<file path="config.mk">
export PLATFORM = sky130hd
export DESIGN_NAME = cst_config
export DESIGN_NICKNAME = d
export VERILOG_FILES = /design/src/logic/cst_pkg.sv /design/src/logic/cst_config.sv
export SDC_FILE = /design/constraint.sdc
export NUM_CORES = 1
export LEC_CHECK = 0
export BUFFER_PORTS_ARGS = -buffer_cell sky130_fd_sc_hd__buf_2
export CAP_MARGIN = 20
export CORE_MARGIN = 2
export CORE_UTILIZATION = 60
export CTS_CLUSTER_DIAMETER = 40
export DETAILED_ROUTE_END_ITERATION = 16
export HOLD_SLACK_MARGIN = 0.05
export PLACE_DENSITY = 0.79
export SYNTH_ARGS = -nofsm -noshare
export SYNTH_HDL_FRONTEND = slang
export SYNTH_SLANG_ARGS = --single-unit
</file>
<file path="constraint.sdc">
create_clock -name clk_in -period 14.2 [get_ports clk_in]
set_clock_uncertainty 0.1 [all_clocks]
set_input_delay 0.71 -clock clk_in [delete_from_list [all_inputs] [get_ports clk_in]]
set_output_delay 0.71 -clock clk_in [all_outputs]
set_load 0.005 [all_outputs]
</file>
<file path="src/logic/cst_pkg.sv">
/*
 * cst_pkg: register offsets, field positions, reset values and codes for
 * the converter self-test and output configuration register bank.
 * assumes: byte-wide registers at their printed offsets on an 8-bit
 * address supplied by the host serial port controller.
 */
package cst_pkg;
  // ==========================================================
  // register offsets
  localparam logic [7:0] ADDR_SELF_TEST = 8'h0e;
  localparam logic [7:0] ADDR_ANALOG = 8'h0f;
  localparam logic [7:0] ADDR_OFFSET = 8'h10;
  localparam logic [7:0] ADDR_GAIN = 8'h11;
  localparam logic [7:0] ADDR_OUT_FMT = 8'h14;
  localparam logic [7:0] ADDR_OUT_DRIVE = 8'h15;
  localparam logic [7:0] ADDR_PHASE = 8'h16;
  localparam logic [7:0] ADDR_SIG_LOW = 8'h24;
  localparam logic [7:0] ADDR_SIG_HIGH = 8'h25;

  // ==========================================================
  // writable bit masks, reserved bits read as zero
  localparam logic [7:0] MASK_SELF_TEST = 8'h07;
  localparam logic [7:0] MASK_ANALOG = 8'hf7;
  localparam logic [7:0] MASK_PHASE = 8'h8f;

  // ==========================================================
  // field positions
  localparam int SELF_TEST_CLEAR_BIT = 2;
  localparam int SELF_TEST_MODE_LSB = 0;
  localparam int BW_LSB = 4;
  localparam int DISCONNECT_BIT = 2;
  localparam int COMMON_MODE_BIT = 1;
  localparam int SINGLE_ENDED_BIT = 0;
  localparam int LOGIC_TYPE_LSB = 6;
  localparam int MUX_BIT = 5;
  localparam int OUT_DISABLE_BIT = 4;
  localparam int DDR_BIT = 3;
  localparam int INVERT_BIT = 2;
  localparam int CODING_LSB = 0;
  localparam int TERM_LSB = 4;
  localparam int DRIVE_LSB = 0;
  localparam int PHASE_INV_BIT = 7;
  localparam int PHASE_SEL_LSB = 0;

  // ==========================================================
  // reset values
  localparam logic [7:0] RST_SELF_TEST = 8'h00;
  localparam logic [7:0] RST_ANALOG = 8'h00;
  localparam logic [7:0] RST_OFFSET = 8'h00;
  localparam logic [7:0] RST_GAIN = 8'h00;
  localparam logic [7:0] RST_OUT_FMT = 8'h00;
  localparam logic [7:0] RST_OUT_DRIVE = 8'h00;
  localparam logic [7:0] RST_PHASE = 8'h00;

  // ==========================================================
  // codes and timing
  localparam logic [1:0] MODE_OFF = 2'h0;
  localparam logic [1:0] MODE_ONE = 2'h1;
  localparam logic [1:0] CODE_OFFSET_BIN = 2'h0;
  localparam logic [1:0] CODE_TWOS = 2'h1;
  localparam logic [1:0] CODE_GRAY = 2'h2;
  localparam logic [1:0] CODE_RSVD = 2'h3;
  localparam int WINDOW_CYCLES = 256;
  localparam logic [15:0] PRBS_SEED = 16'hace1;
  localparam logic [15:0] PRBS_TAPS = 16'hb400;

  typedef enum logic [2:0] {
    CST_IDLE = 3'b001,
    CST_RUN = 3'b010,
    CST_DONE = 3'b100
  } cst_state_t;
endpackage

</file>
<file path="src/logic/cst_config.sv">
/*
 * cst_config: self-test, analog input, trim, output format, output drive
 * and clock phase configuration registers with the digital back end.
 * assumes: host controller gives one-cycle read and write strobes with
 * address and data; encode_tick_in pulses once per converter sample.
 */
`timescale 1ns/1ps
`default_nettype none

// How it works
// - self-test feeds pseudorandom data through path, summing outputs
// - signature readable at the two signature locations
// - clear select high clears signature at start, low keeps it
// - mode field 00 is normal, 01 runs self-test one
// - pseudorandom source drives path; offset, gain, coding alter sum
// - window lasts exactly 256 encode ticks then ends
// - mode field clears at completion unless clear select is low
// - four-bit low-pass bandwidth field, default 0000
// - disconnect bit isolates analog input, conversion continues
// - offset trim is signed twos complement, 0x00 midscale
// - two-bit logic type selects one of four level options
// - mux bit alternates two outputs on one lane
// - output enable bit active low; disabled outputs float
// - dedicated enable pin overrides bit unless pin reassigned
// - double data rate sends word over half the pins twice
// - invert bit inverts the output data bits
// - coding 00 offset binary, 01 twos, 10 gray; default 0x00
// - unsupported coding codes do not take effect
// - drive register: upper termination, lower drive current
// - four-bit phase select picks divider phase, default first
// - phase invert bit inverts the selected phase
// - low location holds signature low byte, high holds high byte
// - signature locations mirror core signature, read only
module cst_config #(
  parameter int W = 16,
  parameter bit HAS_EXT_OE = 1'b1
) (
  input wire logic clk_in,
  input wire logic sys_rst_in,
  input wire logic wr_en_in,
  input wire logic rd_en_in,
  input wire logic [7:0] addr_in,
  input wire logic [7:0] wr_data_in,
  output logic [7:0] rd_data_out,
  output logic rd_valid_out,
  input wire logic encode_tick_in,
  input wire logic [W-1:0] sample_in,
  input wire logic ext_oe_n_in,
  input wire logic ext_pin_alt_in,
  output logic [W-1:0] data_out,
  output logic data_oe_out,
  output logic lane_sel_out,
  output logic self_test_busy_out,
  output logic analog_disconnect_out,
  output logic [3:0] lpf_bw_out,
  output logic common_mode_en_out,
  output logic single_ended_out,
  output logic [1:0] logic_type_out,
  output logic [3:0] term_sel_out,
  output logic [3:0] drive_sel_out,
  output logic latch_strobe_out,
  output logic serial_clk_out
);
  localparam int WX = W + 10;
  localparam int HW = W / 2;

  // ==========================================================
  // helper functions
  // saturate a wide signed value into W bits
  function automatic logic signed [W-1:0] sat(input logic signed [WX-1:0] v);
    logic signed [WX-1:0] hi;
    logic signed [WX-1:0] lo;
    hi = WX'((1 <<< (W - 1)) - 1);
    lo = -hi - WX'(1);
    if (v > hi)
    begin
      sat = hi[W-1:0];
    end
    else if (v < lo)
    begin
      sat = lo[W-1:0];
    end
    else
    begin
      sat = v[W-1:0];
    end
  endfunction

  function automatic logic [15:0] prbs_step(input logic [15:0] s);
    prbs_step = s[0] ? ((s >> 1) ^ cst_pkg::PRBS_TAPS) : (s >> 1);
  endfunction

  // ==========================================================
  // register file
  logic [7:0] self_test_control, next_self_test_control;
  logic [7:0] analog_input_config, next_analog_input_config;
  logic [7:0] offset_trim, next_offset_trim;
  logic [7:0] gain_trim, next_gain_trim;
  logic [7:0] output_format_control, next_output_format_control;
  logic [7:0] output_drive_settings, next_output_drive_settings;
  logic [7:0] clock_phase_select, next_clock_phase_select;
  logic [1:0] coding_eff, next_coding_eff;
  logic [7:0] next_rd_data;
  logic [15:0] signature_register, next_signature_register;
  cst_pkg::cst_state_t state, next_state;
  logic st_write;
  logic st_start;
  logic clear_sel;

  assign st_write = wr_en_in && (addr_in == cst_pkg::ADDR_SELF_TEST);
  assign st_start = st_write &&
    (wr_data_in[1:0] == cst_pkg::MODE_ONE) && (state == cst_pkg::CST_IDLE);
  assign clear_sel = self_test_control[cst_pkg::SELF_TEST_CLEAR_BIT];

  // next register values, address decode and read mux
  always_comb
  begin
    next_self_test_control = self_test_control;
    next_analog_input_config = analog_input_config;
    next_offset_trim = offset_trim;
    next_gain_trim = gain_trim;
    next_output_format_control = output_format_control;
    next_output_drive_settings = output_drive_settings;
    next_clock_phase_select = clock_phase_select;
    next_coding_eff = coding_eff;
    next_rd_data = 8'h00;
    // completion with clear select high clears the mode field; a host write below wins
    if (state == cst_pkg::CST_DONE && clear_sel)
    begin
      next_self_test_control[1:0] = cst_pkg::MODE_OFF;
    end
    if (wr_en_in)
    begin
      if (addr_in == cst_pkg::ADDR_SELF_TEST)
      begin
        next_self_test_control = wr_data_in & cst_pkg::MASK_SELF_TEST;
      end
      else if (addr_in == cst_pkg::ADDR_ANALOG)
      begin
        next_analog_input_config = wr_data_in & cst_pkg::MASK_ANALOG;
      end
      else if (addr_in == cst_pkg::ADDR_OFFSET)
      begin
        next_offset_trim = wr_data_in;
      end
      else if (addr_in == cst_pkg::ADDR_GAIN)
      begin
        next_gain_trim = wr_data_in;
      end
      else if (addr_in == cst_pkg::ADDR_OUT_FMT)
      begin
        next_output_format_control = wr_data_in;
        if (wr_data_in[1:0] != cst_pkg::CODE_RSVD)
        begin
          next_coding_eff = wr_data_in[1:0];
        end
      end
      else if (addr_in == cst_pkg::ADDR_OUT_DRIVE)
      begin
        next_output_drive_settings = wr_data_in;
      end
      else if (addr_in == cst_pkg::ADDR_PHASE)
      begin
        next_clock_phase_select = wr_data_in & cst_pkg::MASK_PHASE;
      end
    end
    if (rd_en_in)
    begin
      if (addr_in == cst_pkg::ADDR_SELF_TEST)
      begin
        next_rd_data = self_test_control;
      end
      else if (addr_in == cst_pkg::ADDR_ANALOG)
      begin
        next_rd_data = analog_input_config;
      end
      else if (addr_in == cst_pkg::ADDR_OFFSET)
      begin
        next_rd_data = offset_trim;
      end
      else if (addr_in == cst_pkg::ADDR_GAIN)
      begin
        next_rd_data = gain_trim;
      end
      else if (addr_in == cst_pkg::ADDR_OUT_FMT)
      begin
        next_rd_data = output_format_control;
      end
      else if (addr_in == cst_pkg::ADDR_OUT_DRIVE)
      begin
        next_rd_data = output_drive_settings;
      end
      else if (addr_in == cst_pkg::ADDR_PHASE)
      begin
        next_rd_data = clock_phase_select;
      end
      else if (addr_in == cst_pkg::ADDR_SIG_LOW)
      begin
        next_rd_data = signature_register[7:0];
      end
      else if (addr_in == cst_pkg::ADDR_SIG_HIGH)
      begin
        next_rd_data = signature_register[15:8];
      end
    end
  end

  // register file flops
  always_ff @(posedge clk_in or posedge sys_rst_in)
  begin
    if (sys_rst_in)
    begin
      self_test_control <= cst_pkg::RST_SELF_TEST;
      analog_input_config <= cst_pkg::RST_ANALOG;
      offset_trim <= cst_pkg::RST_OFFSET;
      gain_trim <= cst_pkg::RST_GAIN;
      output_format_control <= cst_pkg::RST_OUT_FMT;
      output_drive_settings <= cst_pkg::RST_OUT_DRIVE;
      clock_phase_select <= cst_pkg::RST_PHASE;
      coding_eff <= cst_pkg::CODE_OFFSET_BIN;
      rd_data_out <= 8'h00;
      rd_valid_out <= 1'b0;
    end
    else
    begin
      self_test_control <= next_self_test_control;
      analog_input_config <= next_analog_input_config;
      offset_trim <= next_offset_trim;
      gain_trim <= next_gain_trim;
      output_format_control <= next_output_format_control;
      output_drive_settings <= next_output_drive_settings;
      clock_phase_select <= next_clock_phase_select;
      coding_eff <= next_coding_eff;
      rd_data_out <= next_rd_data;
      rd_valid_out <= rd_en_in;
    end
  end

  // ==========================================================
  // data path: source select, trims, coding, invert
  logic [15:0] prbs, next_prbs;
  logic signed [W-1:0] src;
  logic signed [WX-1:0] wide;
  logic signed [W-1:0] trimmed;
  logic [W-1:0] fmt;
  logic running;

  assign running = (state == cst_pkg::CST_RUN);

  always_comb
  begin
    // pseudorandom stimulus replaces the converter sample during test
    if (running)
    begin
      src = $signed(W'(prbs));
    end
    else if (analog_input_config[cst_pkg::DISCONNECT_BIT])
    begin
      src = '0;
    end
    else
    begin
      src = $signed(sample_in ^ {1'b1, {(W-1){1'b0}}});
    end
    // gain adds a signed fraction of the sample in 1/256 steps
    wide = WX'(src) + WX'($signed(offset_trim)) +
      WX'((WX'(src) * WX'($signed(gain_trim))) >>> 8);
    trimmed = sat(wide);
    case (coding_eff)
      cst_pkg::CODE_TWOS: fmt = trimmed;
      cst_pkg::CODE_GRAY: fmt = (trimmed ^ {1'b1, {(W-1){1'b0}}}) ^
        ((trimmed ^ {1'b1, {(W-1){1'b0}}}) >> 1);
      default: fmt = trimmed ^ {1'b1, {(W-1){1'b0}}};
    endcase
    if (output_format_control[cst_pkg::INVERT_BIT])
    begin
      fmt = ~fmt;
    end
  end

  // ==========================================================
  // self-test sequencer and signature accumulator
  logic [8:0] win_cnt, next_win_cnt;

  always_comb
  begin
    next_state = state;
    next_win_cnt = win_cnt;
    next_prbs = prbs;
    next_signature_register = signature_register;
    case (state)
      cst_pkg::CST_IDLE:
      begin
        if (st_start)
        begin
          next_state = cst_pkg::CST_RUN;
          next_win_cnt = 9'h000;
          next_prbs = cst_pkg::PRBS_SEED;
          if (wr_data_in[cst_pkg::SELF_TEST_CLEAR_BIT])
          begin
            next_signature_register = 16'h0000;
          end
        end
      end
      cst_pkg::CST_RUN:
      begin
        if (encode_tick_in)
        begin
          next_signature_register = signature_register + 16'(fmt);
          next_prbs = prbs_step(prbs);
          next_win_cnt = win_cnt + 9'h001;
          if (win_cnt == 9'(cst_pkg::WINDOW_CYCLES - 1))
          begin
            next_state = cst_pkg::CST_DONE;
          end
        end
      end
      cst_pkg::CST_DONE:
      begin
        next_state = cst_pkg::CST_IDLE;
      end
      default:
      begin
        next_state = cst_pkg::CST_IDLE;
      end
    endcase
  end

  // sequencer flops
  always_ff @(posedge clk_in or posedge sys_rst_in)
  begin
    if (sys_rst_in)
    begin
      state <= cst_pkg::CST_IDLE;
      win_cnt <= 9'h000;
      prbs <= cst_pkg::PRBS_SEED;
      signature_register <= 16'h0000;
      self_test_busy_out <= 1'b0;
    end
    else
    begin
      state <= next_state;
      win_cnt <= next_win_cnt;
      prbs <= next_prbs;
      signature_register <= next_signature_register;
      self_test_busy_out <= (next_state == cst_pkg::CST_RUN);
    end
  end

  // ==========================================================
  // output lanes: enable, double data rate, multiplexing
  logic [W-1:0] next_data;
  logic [HW-1:0] ddr_hold, next_ddr_hold;
  logic next_oe;
  logic next_lane;

  always_comb
  begin
    next_data = data_out;
    next_ddr_hold = ddr_hold;
    next_lane = lane_sel_out;
    // dedicated pin rules unless it has been given another function
    if (HAS_EXT_OE && !ext_pin_alt_in)
    begin
      next_oe = !ext_oe_n_in;
    end
    else
    begin
      next_oe = !output_format_control[cst_pkg::OUT_DISABLE_BIT];
    end
    if (encode_tick_in)
    begin
      if (output_format_control[cst_pkg::DDR_BIT])
      begin
        next_data = {{(W-HW){1'b0}}, fmt[HW-1:0]};
        next_ddr_hold = fmt[W-1:HW];
      end
      else
      begin
        next_data = fmt;
      end
      next_lane = output_format_control[cst_pkg::MUX_BIT] ?
        !lane_sel_out : 1'b0;
    end
    else if (output_format_control[cst_pkg::DDR_BIT])
    begin
      next_data = {{(W-HW){1'b0}}, ddr_hold};
    end
  end

  // output flops
  always_ff @(posedge clk_in or posedge sys_rst_in)
  begin
    if (sys_rst_in)
    begin
      data_out <= '0;
      ddr_hold <= '0;
      data_oe_out <= 1'b0;
      lane_sel_out <= 1'b0;
    end
    else
    begin
      data_out <= next_data;
      ddr_hold <= next_ddr_hold;
      data_oe_out <= next_oe;
      lane_sel_out <= next_lane;
    end
  end

  // ==========================================================
  // clock divider phase selection
  logic [3:0] div_cnt;
  logic [3:0] next_div_cnt;
  logic [3:0] rel_phase;

  always_comb
  begin
    next_div_cnt = div_cnt + 4'h1;
    rel_phase = div_cnt - clock_phase_select[3:0];
  end

  // divider flops; strobe marks the chosen phase
  always_ff @(posedge clk_in or posedge sys_rst_in)
  begin
    if (sys_rst_in)
    begin
      div_cnt <= 4'h0;
      latch_strobe_out <= 1'b0;
      serial_clk_out <= 1'b0;
    end
    else
    begin
      div_cnt <= next_div_cnt;
      latch_strobe_out <= (rel_phase == 4'h0);
      serial_clk_out <= (rel_phase < 4'h8) ^
        clock_phase_select[cst_pkg::PHASE_INV_BIT];
    end
  end

  // ==========================================================
  // analog and drive controls taken straight from registers
  assign lpf_bw_out = analog_input_config[7:4];
  assign analog_disconnect_out =
    analog_input_config[cst_pkg::DISCONNECT_BIT];
  assign common_mode_en_out = analog_input_config[cst_pkg::COMMON_MODE_BIT];
  assign single_ended_out = analog_input_config[cst_pkg::SINGLE_ENDED_BIT];
  assign logic_type_out = output_format_control[7:6];
  assign term_sel_out = output_drive_settings[7:4];
  assign drive_sel_out = output_drive_settings[3:0];
endmodule

`default_nettype wire

</file>
Yosys cells after proc, flatten, opt, wreduce, memory -nomap -nowiden. Index checks and enable logic that the tools add are counted. Widths: inputs -> output; s select.

Add/sub/neg operators: 6. Multiply operators: 1. Equal/unequal tests: 21. Magnitude comparators: 3. Bitwise gates (word level): 12. Shift-type cells: 0. Reduce and logical (&&, ||, !) cells: 21. Mux-type cells: 39. Divide/modulo/power cells: 0.

Operator list (number): $mux 16 (14); $pmux 16 s2 (3); $mux 8 (10); $eq 8x5->1 const B (5); $mul 16x8->24 (1); $add 17x16->18 (1); $gt 18x16->1 const B (1); $lt 18x16->1 const B (1); $mux 9 (2); $pmux 9 s2 (1); $add 16x8->17 (1); $add 16x16->16 (1); $eq 8x4->1 const B (2); $eq 8x6->1 const B (2); $not 16->16 (1); $xor 16x15->16 (1); $reduce_and 7->1 (2); $add 9x1->9 const B (1); $eq 9x8->1 const B (1); $mux 3 (3); $ne 2x2->1 const B (4); $not 1->1 (8); $reduce_and 4->1 (2); $reduce_and 8->1 (1); other kinds (21) (34).

Output and inout port bits: 47. RAM bits: 0. Input port bits: 39. Memory bits (read-only): 0. Latch bits: 0. Memories: 0. Bits in registers: 135.

Logic depth before layout (Yosys ltp).
Depth after elaboration: 16. Mapped depth: 47. Mapped depth without buffers: 44.

Least setup slack after synthesis. OpenSTA, ideal clock, no wires.

Path type: register -> register. Start point: register state[2]. End point: register signature_register[14]. Cell stages (with the launch flop): 42. Path slack: 2.843 ns. Clock period less this slack: 11.357 ns. Arrival time: 11.131 ns. Data required time: 13.974 ns. Cells stage by stage: dfrtp_1 -> nor3b_1 -> clkbuf_1 -> nor3b_1 -> a21oi_1 -> nand2b_1 -> fa_1 -> fa_1 -> inv_1 -> fa_1 -> fa_1 -> ha_1 -> and4_1 -> a221oi_1 -> a211oi_1 -> a211oi_1 -> a21oi_1 -> o21a_1 -> (+6 left out) -> a221o_1 -> a21o_4 -> a211o_1 -> a211o_1 -> buf_6 -> o21ai_4 -> a31oi_1 -> xor2_1 -> ha_1 -> fa_1 -> and3_1 -> o211ai_1 -> a21boi_0 -> o21ai_0 -> a21oi_1 -> a31oi_1 -> o31ai_1 -> a221o_1.

Cells in the longest elaborated chain, start to end: 15.

RTL lines: start: declaration (line cst_config.sv:105) `cst_pkg::cst_state_t state, next_state;`; start signal: assignment (line cst_config.sv:334) `state <= cst_pkg::CST_IDLE;`; start signal: assignment (line cst_config.sv:342) `state <= next_state;`; $eq 3x2->1 (line cst_config.sv:248, cst_config.sv:291); $mux 16 (line cst_config.sv:253) `if (running)`; $mul 16x8->24 / $add 16x8->17 (equally long branches) (line cst_config.sv:267, cst_config.sv:266); $add 17x16->18 (line cst_config.sv:266) `wide = WX'(src) + WX'($signed(offset_trim)) +`; $lt 18x16->1 (line cst_config.sv:79) `else if (v < lo)`; $mux 16 (line cst_config.sv:79); $mux 16 (line cst_config.sv:75) `if (v > hi)`; $not 1->1 (no source line); $xor 16x15->16 (line cst_config.sv:271) `cst_pkg::CODE_GRAY: fmt = (trimmed ^ {1'b1, {(W-1){1'b0}}}) ^`; $pmux 16 s2 (line cst_config.sv:269) `case (coding_eff)`; $not 16->16 (line cst_config.sv:277) `fmt = ~fmt;`; $mux 16 (line cst_config.sv:275) `if (output_format_control[cst_pkg::INVERT_BIT])`; $add 16x16->16 (line cst_config.sv:309) `next_signature_register = signature_register + 16'(fmt);`; $mux 16 (line cst_config.sv:307) `if (encode_tick_in)`; $pmux 16 s2 (line cst_config.sv:291) `case (state)`; end signal: assignment (line cst_config.sv:345) `signature_register <= next_signature_register;`; end: declaration (line cst_config.sv:104) `logic [15:0] signature_register, next_signature_register;`.

Several ways; a longest one is shown, not always the timed one. The select of a mux whose other input is x is not followed. A chain may end at the register's enable or synchronous reset.

Final worst setup path. Ends and elaborated chain as after synthesis.

==> results.md <==
- Outcome: finished, final reports clean
- TritonCTS clock tree: built
- Iteration-0 DRC Markers: 1229
- Floorplan core area: 22000 um^2
- Number of distinct standard cells referenced by the synthesized netlist: 91
- Core occupancy in the finished layout: 66.8%
- Number of pins exceeding their max-slew limit in the final report: 0
- Clock share of power: 20.1%
- Number of buffers on the longest clock path: 2
- H-Tree Depth: 4
- Met2 layer wire length in the routed design: 16000 um
- Final setup violation count: 0
- Post-Synth XOR/XNOR Area: 4.46%
- Max IR drop VDD: 0.175 mV
- Setup repair after global routing missed its margin: no
- Number of register bits inferred by synthesis: 135
- # DRC: 0
- PwrDens: 146 nW/um^2
- Total of hold buffers inserted after clock tree synthesis: 0
- Number of top-level design ports: 86
- Worst-case hold slack: 0.301 ns
- Synth Area in Simple Gates: 17.4%
- Post-synth net total: 1691
- Sequential power share: 21.6%
- Dominant combinational cell family by area after synthesis: adder cells
- Num CTS Buffers: 17
- Share of the yosys chip area belonging to registers: 25.0%
- Sw Ratio: 46.4%
- Initial cell density of the core: 61.5%
- Path type of the worst setup path: flip-flop to flip-flop
- Half-perimeter wire length after detailed placement: 26100 um
- Transition time at the pin with the least slew margin: 0.953 ns
- Share of power burned in combinational logic: 58.3%
- Setup_tns: 0 ns
- Total GRT Usage: 30.2%
- Final-layout fill cell count: 1733
- Final worst slack: 1.61 ns
- # rows: 54
- Area growth from synthesis to layout: 8.61%
- Max Fanout on Critical Path: 20
- Total congestion overflow: 0
- Cell-internal power: 1150 uW
- Highest-delay cell along the critical path: sky130_fd_sc_hd__nor3b_2
- Type of the tightest min-delay check: primary input to async pin
- Footprint of the multi-input gates: 9250 um^2
- Critical path required time: 14.41 ns
- Share of the clock period used by the worst path: 88.7%
- Remaining antenna violation count after routing: 0
- Maximum single-stage delay on the critical path: 0.78 ns
- Primary FF master, synth: sky130_fd_sc_hd__dfrtp_1
- Number of antenna violations at the first check in global routing: 1
- Critical path data arrival time: 12.81 ns
- Count of max-cap constraint violations: 0
- Area share of fa/ha/maj cells after synthesis: 25.4%
- Die span in x: 154 um
- Number of iterations in the first detailed-routing pass: 6
- Most frequent cell on the critical path: sky130_fd_sc_hd__fa_1
- Clock insertion delay at the later pin of the skew report: 0.43 ns
- Average routed wire per standard cell: 18.9 um
- Netlist area before placement: 13600 um^2
- Die footprint: 23800 um^2
- Number of buffers inserted by post-CTS setup repair: 0
- Count of flip-flops with a built-in enable after synthesis: 0
- Endpoints failing hold: 0
- First-pass GRT wire length: 56900 um
- Met1 wire length: 14800 um
- Number of gates resized after CTS: 0
- Die Height: 154 um
- Fin nets: 1748
- Via count of the first global-routing pass: 11.1k
- Post-CTS clock slew at the launch and capture registers of the worst setup and hold paths: 0.07 ns
- Number of vias per cell: 6.07
- Final min period: 12.59 ns
- Startpoint types: flip-flop
- Via count: 10.9k
- Number of buffers inserted by port buffering: 85
- Multiplexer area fraction after synthesis: 4.89%
- Max Fclk: 79.4 MHz
- Maximum number of pins on one net before global-route repair: 77
- Root Driver: sky130_fd_sc_hd__clkbuf_16
- Worst setup slack after placement: 1.81 ns
- Fraction of layout instances using a drive strength above 1: 14.9%
- Number of standard cells after synthesis: 1448
- Number of warnings reported in the yosys synthesis log: 0
- Async set or reset register ratio after synthesis: 100%
- Synthesized-area fraction occupied by ao, oa, aoi and oai cells: 16.0%
- Number of clock sinks: 135
- Net switching component of the power: 995 uW
- Count of antenna diodes in the layout: 0
- Combined flip-flop and latch cell area: 3390 um^2
- Type of destination of the critical path: flip-flop
- Total power: 2140 uW
- Highest layer used for signal routing: met4
- Mean instance size in the synthesized netlist: 9.36 um^2
- GPL Wtd Cong: 0.956
- Routed met3 length: 2430 um
- Total routed wirelength: 34000 um
- Worst slew slack as a fraction of its limit: 36.2%
- FF-to-FF path depth: 40
- Leakage component of the power: 0.00723 uW
[worst max-delay path: cells and delay by family, from the launching register on]
family / cells / cell delay (ns)
buffers and inverters: 3 / 0.45
AND/OR/NAND/NOR: 7 / 1.84
AO/OA/AOI/OAI: 19 / 5.30
flip-flops: 1 / 0.42
adder cells (fa/ha/maj): 9 / 3.97
XOR/XNOR: 2 / 0.35
[state kept, by name, indices dropped and copies added, names as in the netlist]
name and count:
self_test_control 3, lane_sel_out 1, output_drive_settings 8, rd_data_out 8, self_test_busy_out 1, serial_clk_out 1
prbs 16, output_format_control 8, clock_phase_select 5, signature_register 16, div_cnt 4, state 3
coding_eff 2, rd_valid_out 1, latch_strobe_out 1, analog_input_config 7, offset_trim 8, data_out 16
win_cnt 9, gain_trim 8, ddr_hold 8, data_oe_out 1
[cell type report]
class / instances / share of cell area, %
Timing Repair Buffer: 100 / 3.65
Inverter: 164 / 4.21
Tap cell: 280 / 2.38
Clock inverter: 15 / 1.02
Multi-Input combinational cell: 1087 / 62.8
Sequential cell: 135 / 23.0
Clock buffer: 17 / 2.89
[cell usage after synthesis (6+ instances only)]
cell                         n  share of area [%]
sky130_fd_sc_hd__and2_1     20               0.92
sky130_fd_sc_hd__a211o_1     8               0.52
sky130_fd_sc_hd__ha_1       85                7.8
sky130_fd_sc_hd__fa_1      119                 18
sky130_fd_sc_hd__mux2_2     42                3.5
sky130_fd_sc_hd__o211ai_1   16               0.89
sky130_fd_sc_hd__mux2i_1    19                1.4
sky130_fd_sc_hd__and4_1      6               0.39
sky130_fd_sc_hd__dfrtp_1   126                 23
sky130_fd_sc_hd__nor3b_1    18                1.0
sky130_fd_sc_hd__o31ai_1     7               0.39
sky130_fd_sc_hd__dfstp_2     9                1.7
sky130_fd_sc_hd__a22o_1      6               0.39
sky130_fd_sc_hd__nor3_1     17               0.63
sky130_fd_sc_hd__nor2_1     86                2.4
sky130_fd_sc_hd__a221o_1     6               0.44
sky130_fd_sc_hd__nor2b_1    83                3.8
sky130_fd_sc_hd__a21oi_1    68                2.5
sky130_fd_sc_hd__xor2_1     32                2.1
sky130_fd_sc_hd__nand2_1    99                2.7
sky130_fd_sc_hd__a31oi_1    11               0.51
sky130_fd_sc_hd__nand3_1    18               0.66
sky130_fd_sc_hd__clkbuf_1   46                1.3
sky130_fd_sc_hd__a22oi_1    10               0.55
sky130_fd_sc_hd__a21o_1     25                1.4
sky130_fd_sc_hd__buf_6       6               0.50
sky130_fd_sc_hd__or2_2       8               0.37
sky130_fd_sc_hd__o21a_1     10               0.55
sky130_fd_sc_hd__a211oi_1   19                1.1
sky130_fd_sc_hd__and3_1     14               0.65
sky130_fd_sc_hd__o21ai_0    59                2.2
sky130_fd_sc_hd__inv_1     164                4.5
sky130_fd_sc_hd__nand2b_1   32                1.5
sky130_fd_sc_hd__nand4_1    11               0.51
sky130_fd_sc_hd__xnor2_1    37                2.4
sky130_fd_sc_hd__a221oi_1   10               0.65
[power groups by stage]
stage                     registers [uW]  logic [uW]  clock network (uW)
after floorplan                      460         944                   0
after global placement               467        1200                   0
after detailed placement             468        1220                   0
after CTS                            462        1230                 434
after global routing                 467        1380                 450
final                                463        1250                 431
[per-stage QoR]
step	cells	cell area [um^2]
after global placement	1766	14100
after CTS	1798	14700
after detailed placement	1766	14100
final	1798	14700
after floorplan	1448	13600
after global routing	1798	14700
[kinds of logic after synthesis]
kind of cell,Yosys count
flops,135
simple gates,443
mux,61
fa+ha+maj,204
xor+xnor,69
compound gates,310
buf+inv,226
[worst paths after layout]
check	from	to	slack [ns]
max in group asynchronous	sys_rst_in	gain_trim[4]	12.49
max	state[2]	signature_register[14]	1.61
min	sys_rst_in	clock_phase_select[1]	0.30
min in group clk_in	ext_oe_n_in	data_oe_out	0.36
max reg2reg	state[2]	signature_register[14]	1.61
min reg2reg	div_cnt[0]	div_cnt[0]	0.38
[routing by layer]
metal	vias up	track usage (%)
met2	399	49.2
met4	0	8.69
met1	5382	41.4
li1	5070	-
met5	-	0
met3	67	6.05
[cells in the final DEF (no fill, tap or decap), types with 11 or more instances in the layout]
cell	instances
sky130_fd_sc_hd__a211oi_1	19
sky130_fd_sc_hd__a21o_1	25
sky130_fd_sc_hd__a21oi_1	68
sky130_fd_sc_hd__a31oi_1	11
sky130_fd_sc_hd__and2_1	20
sky130_fd_sc_hd__and3_1	14
sky130_fd_sc_hd__buf_2	85
sky130_fd_sc_hd__buf_4	15
sky130_fd_sc_hd__clkbuf_16	17
sky130_fd_sc_hd__dfrtp_1	126
sky130_fd_sc_hd__fa_1	119
sky130_fd_sc_hd__ha_1	85
sky130_fd_sc_hd__inv_1	163
sky130_fd_sc_hd__mux2_2	42
sky130_fd_sc_hd__mux2i_1	19
sky130_fd_sc_hd__nand2_1	99
sky130_fd_sc_hd__nand2b_1	32
sky130_fd_sc_hd__nand3_1	18
sky130_fd_sc_hd__nand4_1	11
sky130_fd_sc_hd__nor2_1	86
sky130_fd_sc_hd__nor2b_1	83
sky130_fd_sc_hd__nor3_1	17
sky130_fd_sc_hd__nor3b_1	17
sky130_fd_sc_hd__o211ai_1	16
sky130_fd_sc_hd__o21ai_0	59
sky130_fd_sc_hd__xnor2_1	37
sky130_fd_sc_hd__xor2_1	32
Power figures use the tool's default switching activity.
